## src/core/scwp_pkg.sv

```systemverilog
// Package for the serial control word port: register map, word layout,
// reset values and timing figures.
// Assumes a 25 MHz bus clock and an AHB-Lite master with 32-bit data.
package scwp_pkg;
  // ----------------------------------------------------------------
  // Register map (byte addresses)
  // ----------------------------------------------------------------
  localparam logic [7:0] SCWP_OFS_WORD = 8'h00;
  localparam logic [7:0] SCWP_OFS_STATUS = 8'h04;
  localparam logic [7:0] SCWP_OFS_CFG = 8'h08;
  localparam logic [31:0] SCWP_CFG_RESET = 32'h0000_0001;
  localparam int SCWP_CFG_PORT_EN = 0;
  // ----------------------------------------------------------------
  // Control word layout
  // ----------------------------------------------------------------
  localparam int SCWP_WORD_BITS = 16;
  localparam int SCWP_CNT_W = 5;
  localparam logic [15:0] SCWP_WORD_RESET = 16'h0000;
  localparam int SCWP_B_RESET_N = 0;
  localparam int SCWP_B_MODE_LO = 1;
  localparam int SCWP_B_MODE_HI = 2;
  localparam int SCWP_B_MASTER = 3;
  localparam int SCWP_B_RES32 = 4;
  localparam int SCWP_B_MUST_ONE = 5;
  localparam int SCWP_B_ZX_OFF = 6;
  localparam int SCWP_B_VOL_LO = 7;
  localparam int SCWP_B_VOL_HI = 11;
  localparam int SCWP_B_CHARGE = 12;
  localparam int SCWP_B_RSV_LO = 13;
  localparam int SCWP_B_RSV_HI = 15;
  // Output power modes
  localparam logic [1:0] SCWP_MODE_SHUTDOWN = 2'h0;
  localparam logic [1:0] SCWP_MODE_STANDBY = 2'h1;
  localparam logic [1:0] SCWP_MODE_MUTE = 2'h2;
  localparam logic [1:0] SCWP_MODE_ACTIVE = 2'h3;
  // Status fields
  localparam int SCWP_ST_CNT_LO = 0;
  localparam int SCWP_ST_EN = 8;
  localparam int SCWP_ST_BADRSV = 9;
  localparam int SCWP_ST_WCNT_LO = 16;
  // ----------------------------------------------------------------
  // Timing
  // ----------------------------------------------------------------
  localparam int SCWP_HCLK_NS = 40;
  localparam int SCWP_ABORT_NS = 10;
  // Longest time rounds down, never below one cycle
  localparam int SCWP_ABORT_CYC = (SCWP_ABORT_NS / SCWP_HCLK_NS) < 1 ? 1 : (SCWP_ABORT_NS / SCWP_HCLK_NS);
  // ----------------------------------------------------------------
  // Receiver states
  // ----------------------------------------------------------------
  typedef enum logic [2:0] {
    SCWP_ST_IDLE = 3'b001,
    SCWP_ST_SHIFT = 3'b010,
    SCWP_ST_HOLD = 3'b100
  } scwp_state_t;
endpackage

```

## src/core/scwp_top.sv

```systemverilog
// Serial control word port: three-wire write-only receiver of a 16-bit
// control word plus an AHB-Lite register view.
// Assumes the serial pins are asynchronous to hclk and far slower than it.
`timescale 1ns/1ps
`default_nettype none
// Summary of operation
// - Word arrives least significant bit first; bit i lands in position i.
// - Data line is sampled on each rising serial clock edge.
// - Enable dropping before sixteen bits discards the partial word.
// - Only first sixteen bits kept; applied at the sixteenth rising edge.
// - Bit 0 is active-low converter reset; all word bits reset to zero.
// - Bits 2:1 choose shutdown, standby, mute or active.
// - Bits 11:7 give 32-step volume, -43.5 dB plus 1.5 dB steps.
// - Bits 3,4,6,12 set master, 32-bit, zero-cross off, fast charge.
module scwp_top
  import scwp_pkg::*;
(
  // Clock and reset
  input wire logic hclk,
  input wire logic hresetn,
  // AHB-Lite slave
  input wire logic hsel,
  input wire logic [7:0] haddr,
  input wire logic [1:0] htrans,
  input wire logic hwrite,
  input wire logic [2:0] hsize,
  input wire logic [31:0] hwdata,
  input wire logic hready,
  output logic hreadyout,
  output logic hresp,
  output logic [31:0] hrdata,
  // Serial control pins
  input wire logic ctl_sclk,
  input wire logic ctl_sdata,
  input wire logic ctl_enable,
  // Applied control settings
  output logic [15:0] ctl_word,
  output logic dac_reset_n,
  output logic [1:0] power_mode,
  output logic full_shutdown_mode,
  output logic clock_master,
  output logic sample_32bit,
  output logic zero_cross_gating,
  output logic [4:0] volume,
  output logic bias_charge_speed
);
  // ----------------------------------------------------------------
  // Pin synchronisation
  // ----------------------------------------------------------------
  logic [2:0] pins_s;
  logic sclk_s, data_s, en_s, sclk_d, sclk_rise;

  scwp_sync #(.WIDTH(3)) u_sync (
    .clk(hclk),
    .rst_n(hresetn),
    .din({ctl_enable, ctl_sdata, ctl_sclk}),
    .dout(pins_s)
  );
  assign sclk_s = pins_s[0];
  assign data_s = pins_s[1];
  assign en_s = pins_s[2];
  // Clock and data share one pipeline depth, so they stay aligned
  assign sclk_rise = sclk_s & ~sclk_d;

  // ----------------------------------------------------------------
  // Receiver
  // ----------------------------------------------------------------
  scwp_state_t state, next_state;
  logic [SCWP_CNT_W-1:0] bit_cnt, next_bit_cnt;
  logic [15:0] sreg, next_sreg, word, next_word;
  logic shut, next_shut;
  logic [7:0] word_cnt, next_word_cnt;
  logic port_en, take_bit, last_bit;

  assign take_bit = sclk_rise & (state == SCWP_ST_SHIFT);
  assign last_bit = take_bit & (bit_cnt == SCWP_CNT_W'(SCWP_WORD_BITS - 1));

  always_comb begin
    next_state = state;
    next_bit_cnt = bit_cnt;
    next_sreg = sreg;
    next_word = word;
    next_shut = shut;
    next_word_cnt = word_cnt;
    case (state)
      SCWP_ST_IDLE: begin
        // Enable is sampled high only after setup, so no bit is lost
        if (en_s && port_en) begin
          next_state = SCWP_ST_SHIFT;
        end
      end
      SCWP_ST_SHIFT: begin
        if (take_bit) begin
          next_sreg[bit_cnt[3:0]] = data_s;
          next_bit_cnt = bit_cnt + SCWP_CNT_W'(1);
        end
        if (last_bit) begin
          next_word = {data_s, sreg[SCWP_WORD_BITS-2:0]};
          next_shut = (next_word[SCWP_B_MODE_HI:SCWP_B_MODE_LO] == SCWP_MODE_SHUTDOWN);
          next_word_cnt = word_cnt + 8'h01;
          next_state = SCWP_ST_HOLD;
        end
      end
      SCWP_ST_HOLD: begin
        // Extra clock pulses are ignored until enable drops
        next_state = SCWP_ST_HOLD;
      end
      default: next_state = SCWP_ST_IDLE;
    endcase
    // A sampled low lasts at least one cycle, longer than the abort time
    if (!en_s) begin
      next_state = SCWP_ST_IDLE;
      next_bit_cnt = '0;
      next_sreg = '0;
    end
  end

  always_ff @(posedge hclk or negedge hresetn) begin
    if (!hresetn) begin
      state <= SCWP_ST_IDLE;
      bit_cnt <= '0;
      sreg <= '0;
      word <= SCWP_WORD_RESET;
      shut <= 1'b1;
      word_cnt <= 8'h00;
      sclk_d <= 1'b0;
    end else begin
      state <= next_state;
      bit_cnt <= next_bit_cnt;
      sreg <= next_sreg;
      word <= next_word;
      shut <= next_shut;
      word_cnt <= next_word_cnt;
      sclk_d <= sclk_s;
    end
  end

  assign ctl_word = word;
  assign dac_reset_n = word[SCWP_B_RESET_N];
  assign power_mode = word[SCWP_B_MODE_HI:SCWP_B_MODE_LO];
  assign full_shutdown_mode = shut;
  assign clock_master = word[SCWP_B_MASTER];
  assign sample_32bit = word[SCWP_B_RES32];
  assign volume = word[SCWP_B_VOL_HI:SCWP_B_VOL_LO];
  assign bias_charge_speed = word[SCWP_B_CHARGE];

  // Bit 6 set means gating is switched off
  logic zx_gate;
  always_ff @(posedge hclk or negedge hresetn) begin
    if (!hresetn) begin
      zx_gate <= 1'b1;
    end else begin
      zx_gate <= ~next_word[SCWP_B_ZX_OFF];
    end
  end
  assign zero_cross_gating = zx_gate;

  // ----------------------------------------------------------------
  // AHB-Lite register slave
  // ----------------------------------------------------------------
  logic [31:0] cfg, next_cfg, next_hrdata;
  logic wr_pend, next_wr_pend;
  logic [7:0] wr_addr, next_wr_addr;
  logic accept;

  function automatic logic [31:0] scwp_read(input logic [7:0] a, input logic [15:0] w,
                                            input logic [31:0] st, input logic [31:0] c);
    if (a == SCWP_OFS_WORD) begin
      scwp_read = {16'h0000, w};
    end else if (a == SCWP_OFS_STATUS) begin
      scwp_read = st;
    end else if (a == SCWP_OFS_CFG) begin
      scwp_read = c;
    end else begin
      scwp_read = 32'h0000_0000;
    end
  endfunction

  logic [31:0] status;
  always_comb begin
    status = 32'h0000_0000;
    status[SCWP_ST_CNT_LO +: SCWP_CNT_W] = bit_cnt;
    status[SCWP_ST_EN] = en_s;
    // Host is expected to send bit 5 high and bits 15:13 low
    status[SCWP_ST_BADRSV] = (word[SCWP_B_RSV_HI:SCWP_B_RSV_LO] != 3'h0) | ~word[SCWP_B_MUST_ONE];
    status[SCWP_ST_WCNT_LO +: 8] = word_cnt;
  end

  assign port_en = cfg[SCWP_CFG_PORT_EN];
  assign accept = hsel & hready & htrans[1];

  always_comb begin
    next_cfg = cfg;
    next_wr_pend = accept & hwrite;
    next_wr_addr = accept ? haddr : wr_addr;
    next_hrdata = hrdata;
    if (wr_pend && wr_addr == SCWP_OFS_CFG) begin
      next_cfg = {31'h0000_0000, hwdata[SCWP_CFG_PORT_EN]};
    end
    // Read data are prepared at the address phase: zero wait states
    if (accept && !hwrite) begin
      next_hrdata = scwp_read(haddr, word, status, cfg);
    end
  end

  always_ff @(posedge hclk or negedge hresetn) begin
    if (!hresetn) begin
      cfg <= SCWP_CFG_RESET;
      wr_pend <= 1'b0;
      wr_addr <= 8'h00;
      hrdata <= 32'h0000_0000;
    end else begin
      cfg <= next_cfg;
      wr_pend <= next_wr_pend;
      wr_addr <= next_wr_addr;
      hrdata <= next_hrdata;
    end
  end

  assign hreadyout = 1'b1;
  assign hresp = 1'b0;
endmodule
`default_nettype wire

```

## src/core/scwp_sync.sv

```systemverilog
// Two-flop synchroniser for pin inputs of the serial control word port.
// Assumes the inputs are asynchronous to clk.
`timescale 1ns/1ps
`default_nettype none
module scwp_sync #(
  parameter int WIDTH = 3
) (
  // Clock and reset
  input wire logic clk,
  input wire logic rst_n,
  // Data
  input wire logic [WIDTH-1:0] din,
  output logic [WIDTH-1:0] dout
);
  logic [WIDTH-1:0] meta;

  // First stage feeds only the second stage
  always_ff @(posedge clk or negedge rst_n) begin
    if (!rst_n) begin
      meta <= '0;
      dout <= '0;
    end else begin
      meta <= din;
      dout <= meta;
    end
  end
endmodule
`default_nettype wire

```

## config.mk

```make
export PLATFORM = sky130hd
export DESIGN_NAME = scwp_top
export DESIGN_NICKNAME = d
export VERILOG_FILES = /design/src/core/scwp_pkg.sv /design/src/core/scwp_top.sv /design/src/core/scwp_sync.sv
export SDC_FILE = /design/constraint.sdc
export NUM_CORES = 1
export LEC_CHECK = 0
export BUFFER_PORTS_ARGS = -buffer_cell sky130_fd_sc_hd__buf_2
export CAP_MARGIN = 30
export CELL_PAD_IN_SITES_DETAIL_PLACEMENT = 2
export CELL_PAD_IN_SITES_GLOBAL_PLACEMENT = 2
export CORE_UTILIZATION = 35
export DETAILED_ROUTE_END_ITERATION = 6
export GPL_ROUTABILITY_DRIVEN = 0
export PLACE_DENSITY_LB_ADDON = 0.1
export REMOVE_ABC_BUFFERS = 1
export SLEW_MARGIN = 25
export SYNTH_ARGS = -nofsm -noshare
export SYNTH_HDL_FRONTEND = slang
export SYNTH_SLANG_ARGS = --single-unit
export TNS_END_PERCENT = 50
```

## constraint.sdc

```tcl
create_clock -name hclk -period 6 [get_ports hclk]
set_clock_uncertainty 0.15 [all_clocks]
set_input_delay 0.9 -clock hclk [delete_from_list [all_inputs] [get_ports hclk]]
set_output_delay 0.9 -clock hclk [all_outputs]
set_load 0.02 [all_outputs]
```

## Word-level counts from Yosys, hierarchy flattened

Cells that the tools add are included.

| operators by class | value |
|---|---|
| add/subtract/negate cells | 2 |
| order comparisons | 2 |
| equality and inequality tests | 11 |
| multiplexer cells | 18 |
| bitwise logic cells | 10 |
| reductions and logical operators | 11 |

Operators with widths:

| cell | number |
|---|---|
| 16-bit 2-to-1 mux | 3 |
| 24-bit 2-to-1 mux | 2 |
| 16-bit bitwise mux | 1 |
| 8-bit by 4-bit == test with 1-bit output (second input constant) | 2 |
| 5-bit 2-to-1 mux | 3 |
| 7-bit 2-to-1 mux | 2 |
| 3-bit 2-to-1 mux | 3 |
| 3-bit one-hot mux with 3 select lines | 1 |
| 8-bit by 1-bit adder with 8-bit output (second input constant) | 1 |
| 8-bit by 3-bit == test with 1-bit output (second input constant) | 1 |
| 8-bit zero test | 1 |
| 1-bit AND | 6 |
| 3-bit inequality test (second input constant) | 2 |
| 2-bit AND reduction | 3 |
| 5-bit by 1-bit adder with 5-bit output (second input constant) | 1 |
| 5-bit by 4-bit == test with 1-bit output (second input constant) | 1 |
| 4-bit by 5-bit < comparator with 1-bit output (second input constant) | 1 |
| 1-bit demux with 4-bit select | 1 |
| 4-bit by 1-bit >= comparator with 1-bit output (second input constant) | 1 |
| 1-bit logical AND | 4 |
| 2-bit inequality test (second input constant) | 2 |
| 3-bit by 1-bit == test with 1-bit output (second input constant) | 1 |
| 3-bit by 2-bit == test with 1-bit output (second input constant) | 1 |
| 3-bit == test (second input constant) | 1 |
| 6 further kinds | 9 |

| storage, ports and cells | value |
|---|---|
| flip-flop bits (word level) | 99 |
| input bits | 53 |
| output and inout port bits | 63 |
| logic and storage cells | 69 |

## Longest topological paths before layout

| logic depth | value |
|---|---|
| word-level depth | 8 |
| gate-level depth with buffers | 7 |
| gate-level depth less buffers | 6 |

## Cells and area by module

From an unflattened synthesis, not the netlist that was laid out.

| second synthesis, totals | value |
|---|---|
| cells, all modules | 367 |
| area total of the unflattened synthesis | 4071.4 um^2 |

Modules (own cells, without submodules):

| module | instances | cells each | area an instance (um^2) | sequential area each (um^2) |
|---|---|---|---|---|
| scwp_top | 1 | 361 | 3921.3 | 2107.0 |
| scwp_sync | 1 | 6 | 150.1 | 150.1 |

## Least setup slack after synthesis

Ideal clock, no wire load.

| timing | value |
|---|---|
| path kind | input port to flip-flop |
| start | in haddr[5] |
| end | reg hrdata[18] |
| library setup time | 0.096 ns |
| arrival time | 1.800 ns |
| data required time | 5.754 ns |
| slack | 3.953 ns |
| cell stages on the path | 3 |
| path buffers | 0 |
| path through | nor4_1 > nand4b_1 > o31ai_1 |

| between the ends | value |
|---|---|
| cells in the longest elaborated chain, start to end | 3 |
| elaborated cells on any way between the ends | 4 |
| those cells by class | 1 x eq/ne; 2 x mux; 1 x reduce/logical |

Ends and longest elaborated chain:

| item | RTL line | source |
|---|---|---|
| from (decl) | scwp_top.sv:23 | `input wire logic [7:0] haddr,` |
| 8-bit by 3-bit == test with 1-bit output | scwp_top.sv:170 | `end else if (a == SCWP_OFS_STATUS) begin` |
| 24-bit 2-to-1 mux | scwp_top.sv:170 |  |
| 24-bit 2-to-1 mux (*) | scwp_top.sv:168 | `if (a == SCWP_OFS_WORD) begin` |
| to (signal assigned) | scwp_top.sv:216 | `hrdata <= next_hrdata;` |
| to (decl) | scwp_top.sv:31 | `output logic [31:0] hrdata,` |

Mark *: on every way between the ends. The rest lies on a longest branch, timed or not.
A chain may end at the register's enable or synchronous reset.

## Final worst setup path

| timing | value |
|---|---|
| start | reg state[1] |
| end | reg word[11], in the netlist ctl_word[11] |

| between the ends | value |
|---|---|
| cells in the longest elaborated chain, start to end | 4 |

Ends and longest elaborated chain:

| item | RTL line | source |
|---|---|---|
| from (decl) | scwp_top.sv:68 | `scwp_state_t state, next_state;` |
| from (signal assigned) | scwp_top.sv:128 | `state <= next_state;` |
| 3-bit by 2-bit == test with 1-bit output (*) | scwp_top.sv:75, scwp_top.sv:85 |  |
| 1-bit AND | scwp_top.sv:75 | `assign take_bit = sclk_rise & (state == SCWP_ST_SHIFT);` |
| 1-bit AND | scwp_top.sv:76 | `assign last_bit = take_bit & (bit_cnt == SCWP_CNT_W'(SCWP_WORD_BITS - 1));` |
| 2-bit AND reduction (no source line) (*) | - |  |
| to (signal assigned) | scwp_top.sv:131 | `word <= next_word;` |
| to (decl) | scwp_top.sv:70 | `logic [15:0] sreg, next_sreg, word, next_word;` |

Marks and branches as above.

==> metrics.txt <==
max_slew headroom between 40% and 50%; Post-synth EDFFs 0; Setup crit end kind flop; FP Rows 38; post-synthesis xor/xnor area fraction about 1.5%; share of layout cells above drive strength 1 just under 30%; # fillers between 1000 and 1500; die width roughly 110 microns; overall power around 1.2 mW; crit path buf inv count 0; pre-CTS setup slack between 3 and 4 ns; most common cell after layout, fill and taps aside dfrtp_1; Period Utilization, post-route 45.1%; post-route ant nets 0; post-route setup slack approximately 3.3 ns; post-DP HPWL ~7100 microns; Post-Synth Adder-Cell Area under 10%; Post-DP Area around 4400 sq um; Setup CP Type reg2reg; fmax around 370 MHz; critical path required time 6.07 ns; commonest cells after routing, fill and taps aside dfrtp_1, buf_2, nand2_1; Core ar. around 11000 sq um; PortBufs 70; number of non-filler instances in the completed layout ~560; internal power ~0.97 mW; met3 Usage GRT 4.03%; clock sinks 90; switching part of the total approximately 22%; I/O pin count 116; initial core utilization between 30 and 40%; gr busiest metal met2; Hold WS 0.199 ns; Wirelength per Cell 18.0 microns; grt met1 use 23.9%; net load switching power 0.278 mW; Core Util, Final 42.5%; Area growth, synth to finish 16.3%; GR Overflow Total 0; # diodes 0; Fin Setup TNS 0 ns; GR Util All Layers 18.4%; M2 GR Usage between 30 and 40%; drt total wl ~10000 microns; main combinational cell family by area after synthesis simple AND/OR/NAND/NOR gates; worst-margin pin slew 0.883 ns; design area between 4000 and 5000 sq um; peak fanout along the critical path 20; CP Cell Sequence nor2b_1, nand3_2, mux2_2; DRC viols 0; unique cell type count in the Yosys netlist 45; Setup Fix Bufs, Post-CTS 0; ys async rst share 100%; sequential share of power between 50% and 60%; Logic pwr share about 4.8%; critical path's top delay family simple AND/OR/NAND/NOR gates; area of the die approximately 12000 sq um; PwrDens between 200 and 300 nW/um^2; Synth Register Bits 90; sequential share of the synthesized area about 56%; Num CTS Buffers 9; post-CTS resize count 0; final setup violation count 0; synthesized instance count ~360; Pleak roughly 2.3 nW; Pre-antenna DRT Iters 4; clock buffer depth 2; slowest CP cell nor2b_1; first-pass GRT wire length 16200 microns; nets 471; pin count of the biggest net entering global routing 62; Die Height about 110 microns; Syn Area/Cell 11.3 sq um; status finished clean; post-synthesis simple-gate area fraction about 15%; H-tree depth 3; worst-skew pair later-pin latency approximately 0.34 ns; Peak supply drop ~0.00011 V; clock share of power 44.3%; Clock Pin Slew Worst Setup and Hold Paths 0.06 ns; Vias 2838; Hold Fails Final Rpt 0; number of global-route vias before repair a little over 3000; initial antenna violation count 0; post-synthesis mux area share between 10% and 20%; Hold Crit Class reg2reg; max_cap viols 0; CTS tree built; Mapped Area about 4000 sq um; CP peak stage delay 0.76 ns; post-layout min period 2.70 ns; Placed Instances 541; cts-stage hold buffer count 0; DR iter-0 viols 44; RSZ-0062 raised after global routing false; routed vias/inst 5.10; post-synthesis compound-gate area fraction under 10%; Primary FF master, synth dfrtp_1; Clock Root Buffer clkbuf_16; Ys Warns 0; Worst setup SP type flop; CP arrival around 2.8 ns; Final Slew Violations 0
## per-layer routing
metal	up-vias	share of wire (%)	routed length [microns]
li1	1322	-	-
met2	54	50	4970
met4	0	1.5	153
met3	12	3.2	323
met1	1450	46	4580
met5	-	0	0
## registers in the layout, summed over array words and instances, names as in the netlist, named ones only
name and count:
full_shutdown_mode 1, sreg 15, u_sync.dout 3, sclk_d 1, ctl_word 15, bit_cnt 5
wr_addr 8, hrdata 24, word_cnt 8, state 3, zero_cross_gating 1, cfg 1
wr_pend 1, u_sync.meta 3
## area by class of cell
cell class	count	area, sq um	share of cell area (%)
sequential	90	2260	48.2
multi-input combinational	231	1560	33.3
timing repair buffer	72	368	7.85
clock buffer	15	288	6.14
tap	140	175	3.74
inverter	8	30.0	0.641
clock inverter	1	7.51	0.160
## kinds of logic (layout without fill, tap and decap cells)
logic type                 count (synthesis)  after routing
muxes                                     47             47
and+or+nand+nor                          117            117
buffers and inverters                     43             96
adders and majority gates                  6              6
xor gates and xnor gates                   7              7
DFF                                       90             90
other                                      2             10
AOI/OAI and AO/OA                         44             44
## path summary, 6_finish.rpt
| path | from | end | slack (ns) | cells past startpoint |
|---|---|---|---|---|
| min | u_sync.meta[1] | u_sync.dout[1] | 0.20 | 0 |
| min in group asynchronous | hresetn | wr_addr[4] | 0.34 | 1 |
| max | state[1] | ctl_word[11] | 3.30 | 3 |
| max in group asynchronous | hresetn | sreg[10] | 4.24 | 2 |
| min reg2reg | u_sync.meta[1] | u_sync.dout[1] | 0.20 | 0 |
| max reg2reg | state[1] | ctl_word[11] | 3.30 | 3 |
## power by group through the flow
stage / Combinational (mW) / Sequential, mW / Clock [mW]
finish: 0.0601 / 0.636 / 0.553
global route: 0.0677 / 0.637 / 0.594
CTS: 0.0619 / 0.636 / 0.568
detailed placement: 0.0615 / 0.647 / 0
global placement: 0.0602 / 0.646 / 0
floorplan: 0.0319 / 0.641 / 0
## Yosys cell counts, types with 4 or more instances
cell type,number,share of area [%]
dfrtp_1,86,53
nand2_1,56,5.2
mux2_2,26,7.3
o21ai_0,26,3.2
buf_4,21,3.9
mux2i_1,21,5.2
nand3_1,18,2.2
clkbuf_1,9,0.84
inv_1,8,0.75
nor3_1,7,0.87
a21oi_1,6,0.75
ha_1,6,1.9
nand4b_1,5,1.1
dfstp_2,4,2.6
nor2_1,4,0.37
o31ai_1,4,0.75
xor2_1,4,0.87
No activity file was read; power rests on OpenSTA's default activity.
